<file path="src/shared/mfr_pkg.sv">
// constants for the mac fifo host ram access block
package mfr_pkg;
  // clock
  localparam int CLK_HZ = 50000000;
  // ram geometry
  localparam int TX_AW = 11;
  localparam int RX_AW = 12;
  localparam int TX_PW = TX_AW + 1;
  localparam int RX_PW = RX_AW + 1;
  localparam int TX_ADX_W = TX_AW + 2;
  localparam int RX_ADX_W = RX_AW + 2;
  localparam int TX_MODE_BIT = TX_AW + 1;
  localparam int RX_MODE_BIT = RX_AW + 1;
  localparam int WORD_W = 40;
  localparam int VEC_W = 18;
  localparam int LEN_W = 16;
  // register byte offsets
  localparam logic [11:0] OFF_DROP_MATCH = 12'h058;
  localparam logic [11:0] OFF_FLOW_DROP_CFG = 12'h05C;
  localparam logic [11:0] OFF_TX_WR_CTRL = 12'h060;
  localparam logic [11:0] OFF_TX_WR_LO = 12'h064;
  localparam logic [11:0] OFF_TX_RD_CTRL = 12'h068;
  localparam logic [11:0] OFF_TX_RD_LO = 12'h06C;
  localparam logic [11:0] OFF_RX_WR_CTRL = 12'h070;
  localparam logic [11:0] OFF_RX_WR_LO = 12'h074;
  // field positions
  localparam int B_HDPLX = 22;
  localparam int B_SRFULL = 21;
  localparam int B_FULLCLR = 20;
  localparam int B_BYTMODE = 19;
  localparam int B_DROP_SHORT = 18;
  localparam int B_REQ = 31;
  localparam int B_ACK = 30;
  localparam int B_HI_LSB = 16;
  // reset values
  localparam logic RST_BYTMODE = 1'b1;
  localparam logic [VEC_W-1:0] RST_DC_MASK = 18'h3FFFF;
  localparam logic [VEC_W-1:0] RST_MATCH = 18'h00000;
  // short frame limit in bytes
  localparam logic [LEN_W-1:0] MIN_FRAME_LEN = 16'h0040;
endpackage

</file>
<file path="src/mfr_host_ram_access.sv">
// apb register block giving host access to mac fifo rams and drop config
`timescale 1ns/1ps
// Function
// RL1: flow-control select high means half-duplex backpressure, low means pause frames.
// RL2: read-only receive-full flag sets when receive storage reaches capacity.
// RL3: clear bit high clears full flag; flag works again only after clear released.
// RL4: width bit, reset one, selects byte per clock else nibble per clock.
// RL5: short-drop bit set discards received frames shorter than 64 bytes.
// RL6: set mask bit ignores vector bit; cleared bit compares against match level.
// RL7: software raises tx write request only with ack low and path idle.
// RL8: tx write ack rises after request rises, falls after it falls; read-only.
// RL9: tx write stores 40-bit word, high byte from field 23:16, low from next register.
// RL10: tx control byte holds control, pad mode, override, crc, end, invalid count.
// RL11: tx write mode bit low addresses ram; high loads fabric-side write pointer.
// RL12: reading tx write address returns fabric-side write pointer in bits 11:0.
// RL13: address fields sized from ram address width; mode bits stay left-justified.
// RL14: software raises tx read request only with ack low and path steady.
// RL15: tx read ack rises after data returned, falls after request falls; read-only.
// RL16: tx read mode low reads ram location; high returns system-side read pointer.
// RL17: tx read data is read-only: control byte in 23:16, low word separately.
// RL18: software raises rx write request only with ack low and path steady.
// RL19: rx write ack follows request rise and fall after data accepted.
// RL20: rx word bits 39:36 unused, 35 start, 34 end; mode bit 13 low writes ram.
// RL21: rx word bits 33:32 carry invalid byte count of the final word.
// RL22: short frames aside, frame dropped only when every unmasked vector bit equals its match level.
module mfr_host_ram_access
  import mfr_pkg::*;
(
  input wire logic clock,
  input wire logic arst_n,
  input wire logic psel,
  input wire logic penable,
  input wire logic pwrite,
  input wire logic [11:0] paddr,
  input wire logic [31:0] pwdata,
  output logic [31:0] prdata,
  output logic pready,
  output logic pslverr,
  output logic flow_half_duplex_en,
  output logic flow_pause_en,
  output logic byte_mode,
  input wire logic rx_store_at_capacity,
  output logic rx_full,
  input wire logic rx_stat_valid,
  input wire logic [VEC_W-1:0] rx_stat_vec,
  input wire logic [LEN_W-1:0] rx_frame_len,
  output logic rx_frame_drop,
  output logic tx_ram_we,
  output logic [TX_AW-1:0] tx_ram_waddr,
  output logic [WORD_W-1:0] tx_ram_wdata,
  output logic tx_ram_re,
  output logic [TX_AW-1:0] tx_ram_raddr,
  input wire logic [WORD_W-1:0] tx_ram_rdata,
  output logic tx_fifo_fabric_side_wptr_load,
  output logic [TX_PW-1:0] tx_fifo_fabric_side_wptr_val,
  input wire logic [TX_PW-1:0] tx_fifo_fabric_side_wptr,
  input wire logic [TX_PW-1:0] tx_fifo_system_side_rptr,
  output logic rx_ram_we,
  output logic [RX_AW-1:0] rx_ram_waddr,
  output logic [WORD_W-1:0] rx_ram_wdata,
  output logic rx_fifo_system_side_wptr_load,
  output logic [RX_PW-1:0] rx_fifo_system_side_wptr_val,
  input wire logic [RX_PW-1:0] rx_fifo_system_side_wptr
);

  typedef struct packed {
    logic hdplx;
    logic srfull;
    logic fullclr;
    logic bytmode;
    logic drop_short;
    logic [VEC_W-1:0] dc_mask;
    logic [VEC_W-1:0] match;
    logic twreq;
    logic twack;
    logic [7:0] twhi;
    logic [TX_ADX_W-1:0] twadx;
    logic [31:0] twlo;
    logic trreq;
    logic track;
    logic trpend;
    logic [TX_ADX_W-1:0] tradx;
    logic [7:0] trhi;
    logic [31:0] trlo;
    logic [TX_PW-1:0] trptr;
    logic rwreq;
    logic rwack;
    logic [7:0] rwhi;
    logic [RX_ADX_W-1:0] rwadx;
    logic [31:0] rwlo;
    logic [31:0] rdata;
    logic slverr;
    logic tx_we;
    logic tx_re;
    logic tx_load;
    logic rx_we;
    logic rx_load;
    logic drop;
  } mfr_state_t;

  mfr_state_t s_r;
  mfr_state_t s_nxt;

  logic setup;
  logic access_wr;
  logic mapped;
  logic [31:0] rd_mux;
  logic vec_match;
  logic any_unmasked;

  assign setup = psel && !penable;
  assign access_wr = psel && penable && pwrite;
  assign pready = 1'b1;

  always_comb begin
    mapped = 1'b1;
    rd_mux = 32'h0000_0000;
    unique case (paddr)
      OFF_DROP_MATCH: rd_mux = {14'h0000, s_r.match};
      OFF_FLOW_DROP_CFG: rd_mux = {9'h000, s_r.hdplx, s_r.srfull, s_r.fullclr, s_r.bytmode,
                                   s_r.drop_short, s_r.dc_mask};
      // live fabric-side write pointer readback
      OFF_TX_WR_CTRL: rd_mux = {s_r.twreq, s_r.twack, 6'h00, s_r.twhi, 3'h0,
                                s_r.twadx[TX_MODE_BIT], tx_fifo_fabric_side_wptr}; // RL12 RL13
      OFF_TX_WR_LO: rd_mux = s_r.twlo;
      OFF_TX_RD_CTRL: rd_mux = {s_r.trreq, s_r.track, 6'h00, s_r.trhi, 3'h0,
                                s_r.tradx[TX_MODE_BIT],
                                s_r.tradx[TX_MODE_BIT] ? s_r.trptr
                                                       : s_r.tradx[TX_PW-1:0]}; // RL16 RL17
      OFF_TX_RD_LO: rd_mux = s_r.trlo; // RL17
      OFF_RX_WR_CTRL: rd_mux = {s_r.rwreq, s_r.rwack, 6'h00, s_r.rwhi, 2'h0,
                                s_r.rwadx[RX_MODE_BIT], rx_fifo_system_side_wptr};
      OFF_RX_WR_LO: rd_mux = s_r.rwlo;
      default: mapped = 1'b0;
    endcase
  end

  // drop check over unmasked statistics bits
  assign vec_match = &(~(rx_stat_vec ^ s_r.match) | s_r.dc_mask); // RL6 RL22
  assign any_unmasked = |(~s_r.dc_mask);

  always_comb begin
    s_nxt = s_r;
    s_nxt.tx_we = 1'b0;
    s_nxt.tx_re = 1'b0;
    s_nxt.tx_load = 1'b0;
    s_nxt.rx_we = 1'b0;
    s_nxt.rx_load = 1'b0;
    s_nxt.drop = 1'b0;
    // apb read data and error captured in the setup cycle
    if (setup) begin
      s_nxt.rdata = pwrite ? 32'h0000_0000 : rd_mux;
      s_nxt.slverr = !mapped;
    end
    if (access_wr && mapped) begin
      unique case (paddr)
        OFF_DROP_MATCH: s_nxt.match = pwdata[VEC_W-1:0];
        OFF_FLOW_DROP_CFG: begin
          s_nxt.hdplx = pwdata[B_HDPLX];
          s_nxt.fullclr = pwdata[B_FULLCLR];
          s_nxt.bytmode = pwdata[B_BYTMODE];
          s_nxt.drop_short = pwdata[B_DROP_SHORT];
          s_nxt.dc_mask = pwdata[VEC_W-1:0];
        end
        // ack bit is not writable
        OFF_TX_WR_CTRL: begin
          s_nxt.twreq = pwdata[B_REQ]; // RL8
          s_nxt.twhi = pwdata[B_HI_LSB +: 8]; // RL9 RL10
          s_nxt.twadx = pwdata[TX_ADX_W-1:0]; // RL13
        end
        OFF_TX_WR_LO: s_nxt.twlo = pwdata; // RL9
        OFF_TX_RD_CTRL: begin
          s_nxt.trreq = pwdata[B_REQ]; // RL15
          s_nxt.tradx = pwdata[TX_ADX_W-1:0];
        end
        OFF_RX_WR_CTRL: begin
          s_nxt.rwreq = pwdata[B_REQ];
          s_nxt.rwhi = pwdata[B_HI_LSB +: 8];
          s_nxt.rwadx = pwdata[RX_ADX_W-1:0];
        end
        OFF_RX_WR_LO: s_nxt.rwlo = pwdata;
        default: s_nxt.slverr = s_r.slverr;
      endcase
    end
    // receive full flag, held clear while the clear bit stands
    if (s_r.fullclr) begin
      s_nxt.srfull = 1'b0; // RL3
    end else if (rx_store_at_capacity) begin
      s_nxt.srfull = 1'b1; // RL2
    end
    // tx ram write handshake
    if (s_r.twreq && !s_r.twack) begin
      s_nxt.twack = 1'b1; // RL8
      if (!s_r.twadx[TX_MODE_BIT]) begin
        s_nxt.tx_we = 1'b1; // RL11
      end else begin
        s_nxt.tx_load = 1'b1; // RL11
      end
    end else if (!s_r.twreq && s_r.twack) begin
      s_nxt.twack = 1'b0; // RL8
    end
    // tx ram read handshake, one cycle ram latency
    if (s_r.trreq && !s_r.track && !s_r.trpend) begin
      if (!s_r.tradx[TX_MODE_BIT]) begin
        s_nxt.tx_re = 1'b1; // RL16
        s_nxt.trpend = 1'b1;
      end else begin
        s_nxt.trptr = tx_fifo_system_side_rptr; // RL16
        s_nxt.track = 1'b1; // RL15
      end
    end else if (s_r.trpend && !s_r.tx_re) begin
      s_nxt.trhi = tx_ram_rdata[WORD_W-1:32]; // RL17
      s_nxt.trlo = tx_ram_rdata[31:0]; // RL17
      s_nxt.trpend = 1'b0;
      s_nxt.track = 1'b1; // RL15
    end else if (!s_r.trreq && s_r.track) begin
      s_nxt.track = 1'b0; // RL15
    end
    // rx ram write handshake
    if (s_r.rwreq && !s_r.rwack) begin
      s_nxt.rwack = 1'b1; // RL19
      if (!s_r.rwadx[RX_MODE_BIT]) begin
        s_nxt.rx_we = 1'b1; // RL20
      end else begin
        s_nxt.rx_load = 1'b1;
      end
    end else if (!s_r.rwreq && s_r.rwack) begin
      s_nxt.rwack = 1'b0; // RL19
    end
    // frame drop decision
    if (rx_stat_valid) begin
      s_nxt.drop = (any_unmasked && vec_match) ||
                   (s_r.drop_short && (rx_frame_len < MIN_FRAME_LEN)); // RL5 RL6 RL22
    end
  end

  always_ff @(posedge clock or negedge arst_n) begin
    if (!arst_n) begin
      s_r <= '0;
      s_r.bytmode <= RST_BYTMODE; // RL4
      s_r.dc_mask <= RST_DC_MASK; // RL6
      s_r.match <= RST_MATCH;
    end else begin
      s_r <= s_nxt;
    end
  end

  assign prdata = s_r.rdata;
  assign pslverr = s_r.slverr;
  assign flow_half_duplex_en = s_r.hdplx; // RL1
  assign flow_pause_en = !s_r.hdplx; // RL1
  assign byte_mode = s_r.bytmode; // RL4
  assign rx_full = s_r.srfull;
  assign rx_frame_drop = s_r.drop;
  assign tx_ram_we = s_r.tx_we;
  assign tx_ram_waddr = s_r.twadx[TX_AW-1:0];
  assign tx_ram_wdata = {s_r.twhi, s_r.twlo}; // RL9 RL10
  assign tx_ram_re = s_r.tx_re;
  assign tx_ram_raddr = s_r.tradx[TX_AW-1:0];
  assign tx_fifo_fabric_side_wptr_load = s_r.tx_load;
  assign tx_fifo_fabric_side_wptr_val = s_r.twadx[TX_PW-1:0]; // RL11
  assign rx_ram_we = s_r.rx_we;
  assign rx_ram_waddr = s_r.rwadx[RX_AW-1:0];
  assign rx_ram_wdata = {4'h0, s_r.rwhi[3:0], s_r.rwlo}; // RL20 RL21
  assign rx_fifo_system_side_wptr_load = s_r.rx_load;
  assign rx_fifo_system_side_wptr_val = s_r.rwadx[RX_PW-1:0];

  property p_flow_sel;
    @(posedge clock) disable iff (!arst_n)
      (access_wr && paddr == OFF_FLOW_DROP_CFG) |=>
        flow_half_duplex_en == $past(pwdata[B_HDPLX]) &&
        flow_pause_en != flow_half_duplex_en;
  endproperty
  a_flow_sel: assert property (p_flow_sel) else $error("flow select outputs disagree"); // RL1

  property p_full_set;
    @(posedge clock) disable iff (!arst_n)
      (rx_store_at_capacity && !s_r.fullclr) |=> rx_full;
  endproperty
  a_full_set: assert property (p_full_set) else $error("full flag not set"); // RL2

  property p_full_clr;
    @(posedge clock) disable iff (!arst_n)
      s_r.fullclr |=> !rx_full;
  endproperty
  a_full_clr: assert property (p_full_clr) else $error("full flag set during clear"); // RL3

  property p_twack_rise;
    @(posedge clock) disable iff (!arst_n)
      $rose(s_r.twack) |-> $past(s_r.twreq) && (tx_ram_we || tx_fifo_fabric_side_wptr_load);
  endproperty
  a_twack_rise: assert property (p_twack_rise) else $error("tx write ack rose wrongly"); // RL8

  property p_twack_fall;
    @(posedge clock) disable iff (!arst_n)
      (s_r.twack && !s_r.twreq) |=> !s_r.twack;
  endproperty
  a_twack_fall: assert property (p_twack_fall) else $error("tx write ack did not fall"); // RL8

  property p_tx_we_mode;
    @(posedge clock) disable iff (!arst_n)
      tx_ram_we |-> !s_r.twadx[TX_MODE_BIT] && !tx_fifo_fabric_side_wptr_load;
  endproperty
  a_tx_we_mode: assert property (p_tx_we_mode) else $error("tx ram write in pointer mode"); // RL11

  property p_tx_read;
    @(posedge clock) disable iff (!arst_n)
      tx_ram_re |-> !s_r.track ##1 !s_r.track ##1 s_r.track && s_r.trlo == $past(tx_ram_rdata[31:0]);
  endproperty
  a_tx_read: assert property (p_tx_read) else $error("tx read ack timing wrong"); // RL15

  property p_rx_we;
    @(posedge clock) disable iff (!arst_n)
      (s_r.rwreq && !s_r.rwack && !s_r.rwadx[RX_MODE_BIT]) |=> rx_ram_we && s_r.rwack;
  endproperty
  a_rx_we: assert property (p_rx_we) else $error("rx ram write missing"); // RL19

  property p_short_drop;
    @(posedge clock) disable iff (!arst_n)
      (rx_stat_valid && s_r.drop_short && rx_frame_len < MIN_FRAME_LEN) |=> rx_frame_drop;
  endproperty
  a_short_drop: assert property (p_short_drop) else $error("short frame not dropped"); // RL5

  property p_mask_drop;
    @(posedge clock) disable iff (!arst_n)
      (rx_stat_valid && !s_r.drop_short && s_r.dc_mask == RST_DC_MASK) |=> !rx_frame_drop;
  endproperty
  a_mask_drop: assert property (p_mask_drop) else $error("fully masked vector dropped"); // RL6

  property p_bytmode_wr;
    @(posedge clock) disable iff (!arst_n)
      (access_wr && paddr == OFF_FLOW_DROP_CFG) |=> byte_mode == $past(pwdata[B_BYTMODE]);
  endproperty
  a_bytmode_wr: assert property (p_bytmode_wr) else $error("width select not stored"); // RL4

  property p_twack_hold;
    @(posedge clock) disable iff (!arst_n)
      (s_r.twack && s_r.twreq) |=> s_r.twack;
  endproperty
  a_twack_hold: assert property (p_twack_hold) else $error("tx write ack fell early"); // RL8

  property p_tx_load;
    @(posedge clock) disable iff (!arst_n)
      (s_r.twreq && !s_r.twack && s_r.twadx[TX_MODE_BIT]) |=>
        tx_fifo_fabric_side_wptr_load && !tx_ram_we;
  endproperty
  a_tx_load: assert property (p_tx_load) else $error("tx pointer load missing"); // RL11

  property p_track_rise;
    @(posedge clock) disable iff (!arst_n)
      $rose(s_r.track) |-> $past(s_r.trreq);
  endproperty
  a_track_rise: assert property (p_track_rise) else $error("tx read ack without request"); // RL15

  property p_track_fall;
    @(posedge clock) disable iff (!arst_n)
      (s_r.track && !s_r.trreq) |=> !s_r.track;
  endproperty
  a_track_fall: assert property (p_track_fall) else $error("tx read ack did not fall"); // RL15

  property p_tx_ptr_rd;
    @(posedge clock) disable iff (!arst_n)
      (s_r.trreq && !s_r.track && !s_r.trpend && s_r.tradx[TX_MODE_BIT]) |=>
        s_r.track && !tx_ram_re && s_r.trptr == $past(tx_fifo_system_side_rptr);
  endproperty
  a_tx_ptr_rd: assert property (p_tx_ptr_rd) else $error("tx read pointer not taken"); // RL16

  property p_rwack_fall;
    @(posedge clock) disable iff (!arst_n)
      (s_r.rwack && !s_r.rwreq) |=> !s_r.rwack;
  endproperty
  a_rwack_fall: assert property (p_rwack_fall) else $error("rx write ack did not fall"); // RL19

  property p_match_drop;
    @(posedge clock) disable iff (!arst_n)
      (rx_stat_valid && s_r.dc_mask != RST_DC_MASK &&
       ((rx_stat_vec ^ s_r.match) & ~s_r.dc_mask) == '0) |=> rx_frame_drop;
  endproperty
  a_match_drop: assert property (p_match_drop) else $error("matching frame not dropped"); // RL22

  property p_drop_pulse;
    @(posedge clock) disable iff (!arst_n)
      rx_frame_drop |-> $past(rx_stat_valid);
  endproperty
  a_drop_pulse: assert property (p_drop_pulse) else $error("drop without statistics"); // RL5

endmodule // mfr_host_ram_access

</file>
<file path="config.mk">
export PLATFORM = sky130hd
export DESIGN_NAME = mfr_host_ram_access
export DESIGN_NICKNAME = d
export VERILOG_FILES = /design/src/shared/mfr_pkg.sv /design/src/mfr_host_ram_access.sv
export SDC_FILE = /design/constraint.sdc
export NUM_CORES = 1
export LEC_CHECK = 0
export BUFFER_PORTS_ARGS = -buffer_cell sky130_fd_sc_hd__clkbuf_2
export CORE_MARGIN = 2
export CORE_UTILIZATION = 55
export DETAILED_ROUTE_END_ITERATION = 8
export GPL_ROUTABILITY_DRIVEN = 0
export GPL_TIMING_DRIVEN = 0
export PLACE_DENSITY = 0.84
export SLEW_MARGIN = 20
export SYNTH_ARGS = -nofsm -noshare
export SYNTH_HDL_FRONTEND = slang
export SYNTH_SLANG_ARGS = --single-unit
export TNS_END_PERCENT = 30
</file>
<file path="constraint.sdc">
create_clock -name clock -period 5.3 [get_ports clock]
set_input_delay 0.53 -clock clock [delete_from_list [all_inputs] [get_ports clock]]
set_output_delay 0.53 -clock clock [all_outputs]
set_load 0.05 [all_outputs]
</file>
==> impl_metrics.ini <==
[outcome]
status = complete, no violations

[clocking]
cts_sinks = 259
cts_tree = done
clock_latency_ps = 550
cts_root_buffer = clkbuf_16
cts_hold_buf = 1
post-cts-setup-buffer-count = 0
cts_buffers = 29
clockBufferDepth = 3
post_cts_resized = 0
clkTransAtPathRegs_ps = 60
cts-htree-levels = 1

[worst_setup_path]
crit_path_start_kind = input port
cp-end-kind = flop
crit_arrival_ps = 3970
worst_path_max_delay_cell = nor3_1
cp_num_cells = 8
cp_max_fo = 10
path_buf_inv = 3
crit_chain = clkbuf_2, or4b_1, buf_2, nor2_1, nand4_1, nor3_1, buf_2, mux2_2
required_ps = 5730
crit_type = input port to flop
crit_top_cell = buf_2
slowest_delay_ps = 1100
worst_path_dominant_cell_family = simple AND/OR/NAND/NOR gates
ff2ff_path_depth = 4

[die]
fp.dieW_um = 159
io_pins = 345
die-area_um2 = 25200
row_count = 56
dieHeight_um = 159
start_util_pct = 56.1
core-area_um2 = 23500

[grt]
antenna_found_initial = 7
grt_overflow = 0
grt_use_total_pct = 33.5
grt_pass1_wl_um = 62100
grt_start_max_net_pins = 80
grt_pass1_vias = 10400

[timing]
min_period_over_period_pct = 66.9
setup_tns_ps = 0
min_period_ps = 3550
finClkSkew_ps = 7.16
max_slew_margin_pct = 15.7
setup_viol = 0
worst_pin_slew_ps = 1260
finalHoldViolations = 0
rsz0062_at_grt = false
timing.fmax_mhz = 282
finalMaxSlewViolations = 0

[layout]
fin_cells = 1789
drive_gt1_share_pct = 56.5
final_nets = 1606
syn_to_final_growth_pct = 23.9
utilization_pct = 69.5

[synth]
synth_cells = 1070
synth_common_cells = dfrtp_1 (240), mux2_2 (203), buf_4 (172), mux2i_1 (42), o21ai_0 (35)
synth_edf_count = 0
ys_async_sr_fraction_pct = 100
syn_area_um2 = 13200
ys_seq_area_share_pct = 49.4
ys.flop_type = dfrtp_1
synth_top_area_share_pct = 45.6
avgSynthCellArea_um2 = 12.3
yosysMostFrequentCell = dfrtp_1
ys_top_cells_by_area = dfrtp_1 (46%), mux2_2 (17%), buf_4 (9.8%)
synth_largest_area_cell = dfrtp_1
yosysWarnings = 0
synth_cell_types = 63
ys_ff_latch = 259

[drt]
wl_um = 42700
num_vias = 10500
wl_per_cell_um = 23.9
first_pass_iters = 5
drc = 0
ant_nets = 0
vias_per_cell = 5.87
drtIter0Drc = 1096

[min_path]
min_path_cells = 2
worstHoldPathType = input port to flop

[place]
dpl.hpwl_um = 31600
place_inst = 1729
io_buffers = 332

[power]
powerDensity_nw_per_um2 = 255
power_leakage_uw = 0.00854
peakVddDrop_uv = 212

[run]
cap_viol_max_count = 0
path summary, 6_finish.rpt:
kind                                       start  slack [ps]            end
worst max-delay path                    paddr[7]        1750        s_r[90]
worst min-delay path            tx_ram_rdata[29]         210       s_r[136]
worst max register to register          s_r[159]        2630        s_r[98]
worst min register to register          s_r[256]         470        rx_full
max in group asynchronous                 arst_n        3750      byte_mode
min in group asynchronous                 arst_n         480  rx_frame_drop
state kept, by name (all words and copies together), names as in the netlist, 11 cells and up:
signal                        cells
prdata                           32
rx_fifo_system_side_wptr_val     13
rx_ram_wdata                     36
s_r                             105
tx_fifo_fabric_side_wptr_val     12
tx_ram_raddr                     11
tx_ram_wdata                     40
metal layers:
layer	share of wire, %	track usage (%)	vias to the layer above	wire (um)
met5	0.030	0	-	13
met2	46	52.0	663	19800
met3	10	7.24	129	4400
li1	-	-	4472	-
met1	39	45.3	5227	16700
met4	4.4	15.4	2	1870
where the power goes:
| group | total, uW | internal (uW) | switching [uW] |
|---|---|---|---|
| sequential | 1980 | 1980 | 0.512 |
| clock | 1930 | 1120 | 817 |
| combinational | 236 | 78.2 | 158 |
worst register-to-register path, cell delays in order (launching register included):
cell	delay, ps
dfrtp_1	320
clkbuf_1	510
nor4bb_1	740
clkbuf_1	580
mux2_2	410
cell usage in the layout, fill, tap and decap left out, types with 6 or more instances in the layout:
cell type	n
mux2_1	7
o22ai_1	11
buf_2	17
nor2b_1	8
a22o_1	8
buf_1	10
diode_2	6
clkbuf_2	331
a221oi_1	15
nor2_1	27
dfstp_2	19
nand4_1	7
o2bb2ai_1	10
a22oi_1	23
dfrtp_1	240
clkbuf_8	9
mux2_4	20
nor3_1	13
buf_4	173
nand3_1	15
a211oi_1	7
clkbuf_16	29
nor4_1	7
mux2_2	203
a21oi_1	13
o21ai_0	35
nand2_1	23
mux2i_1	42
a32oi_1	6
clkbuf_1	34
xnor2_1	18
clkinv_2	8
per-stage QoR:
step                setup WS, ps  power, uW  instance area (um^2)  hold WS, ps
floorplan                   2440       2090                 13200          234
global placement           -1490       2240                 15200          450
detailed placement          1370       2250                 15400          457
CTS                         1900       4150                 16300          205
global route                1760       4250                 16300          204
finish                      1750       4150                 16300          214
area by class of cell:
type                       instances  area, um^2
inverter                           4        15.0
tap                              319         399
clock inverter                     9        51.3
buffer                           227        1530
sequential                       259        6500
clock buffer                      44         862
timing repair buffer             338        1780
fill                            1680        7170
antenna                            6        15.0
multi-input combinational        583        5150
cells by family (layout without fill, tap and decap cells):
group	after synthesis	in the layout	share of synthesized area (%)
flops	259	259	49.4
fa+ha+maj	2	2	0.190
simple gates	136	136	5.75
mux	273	273	23.6
buf+inv	231	622	11.8
compound gates	149	149	7.98
other cells	2	11	0.0571
xor+xnor	18	18	1.20
No activity file was read; power rests on OpenSTA's default activity.
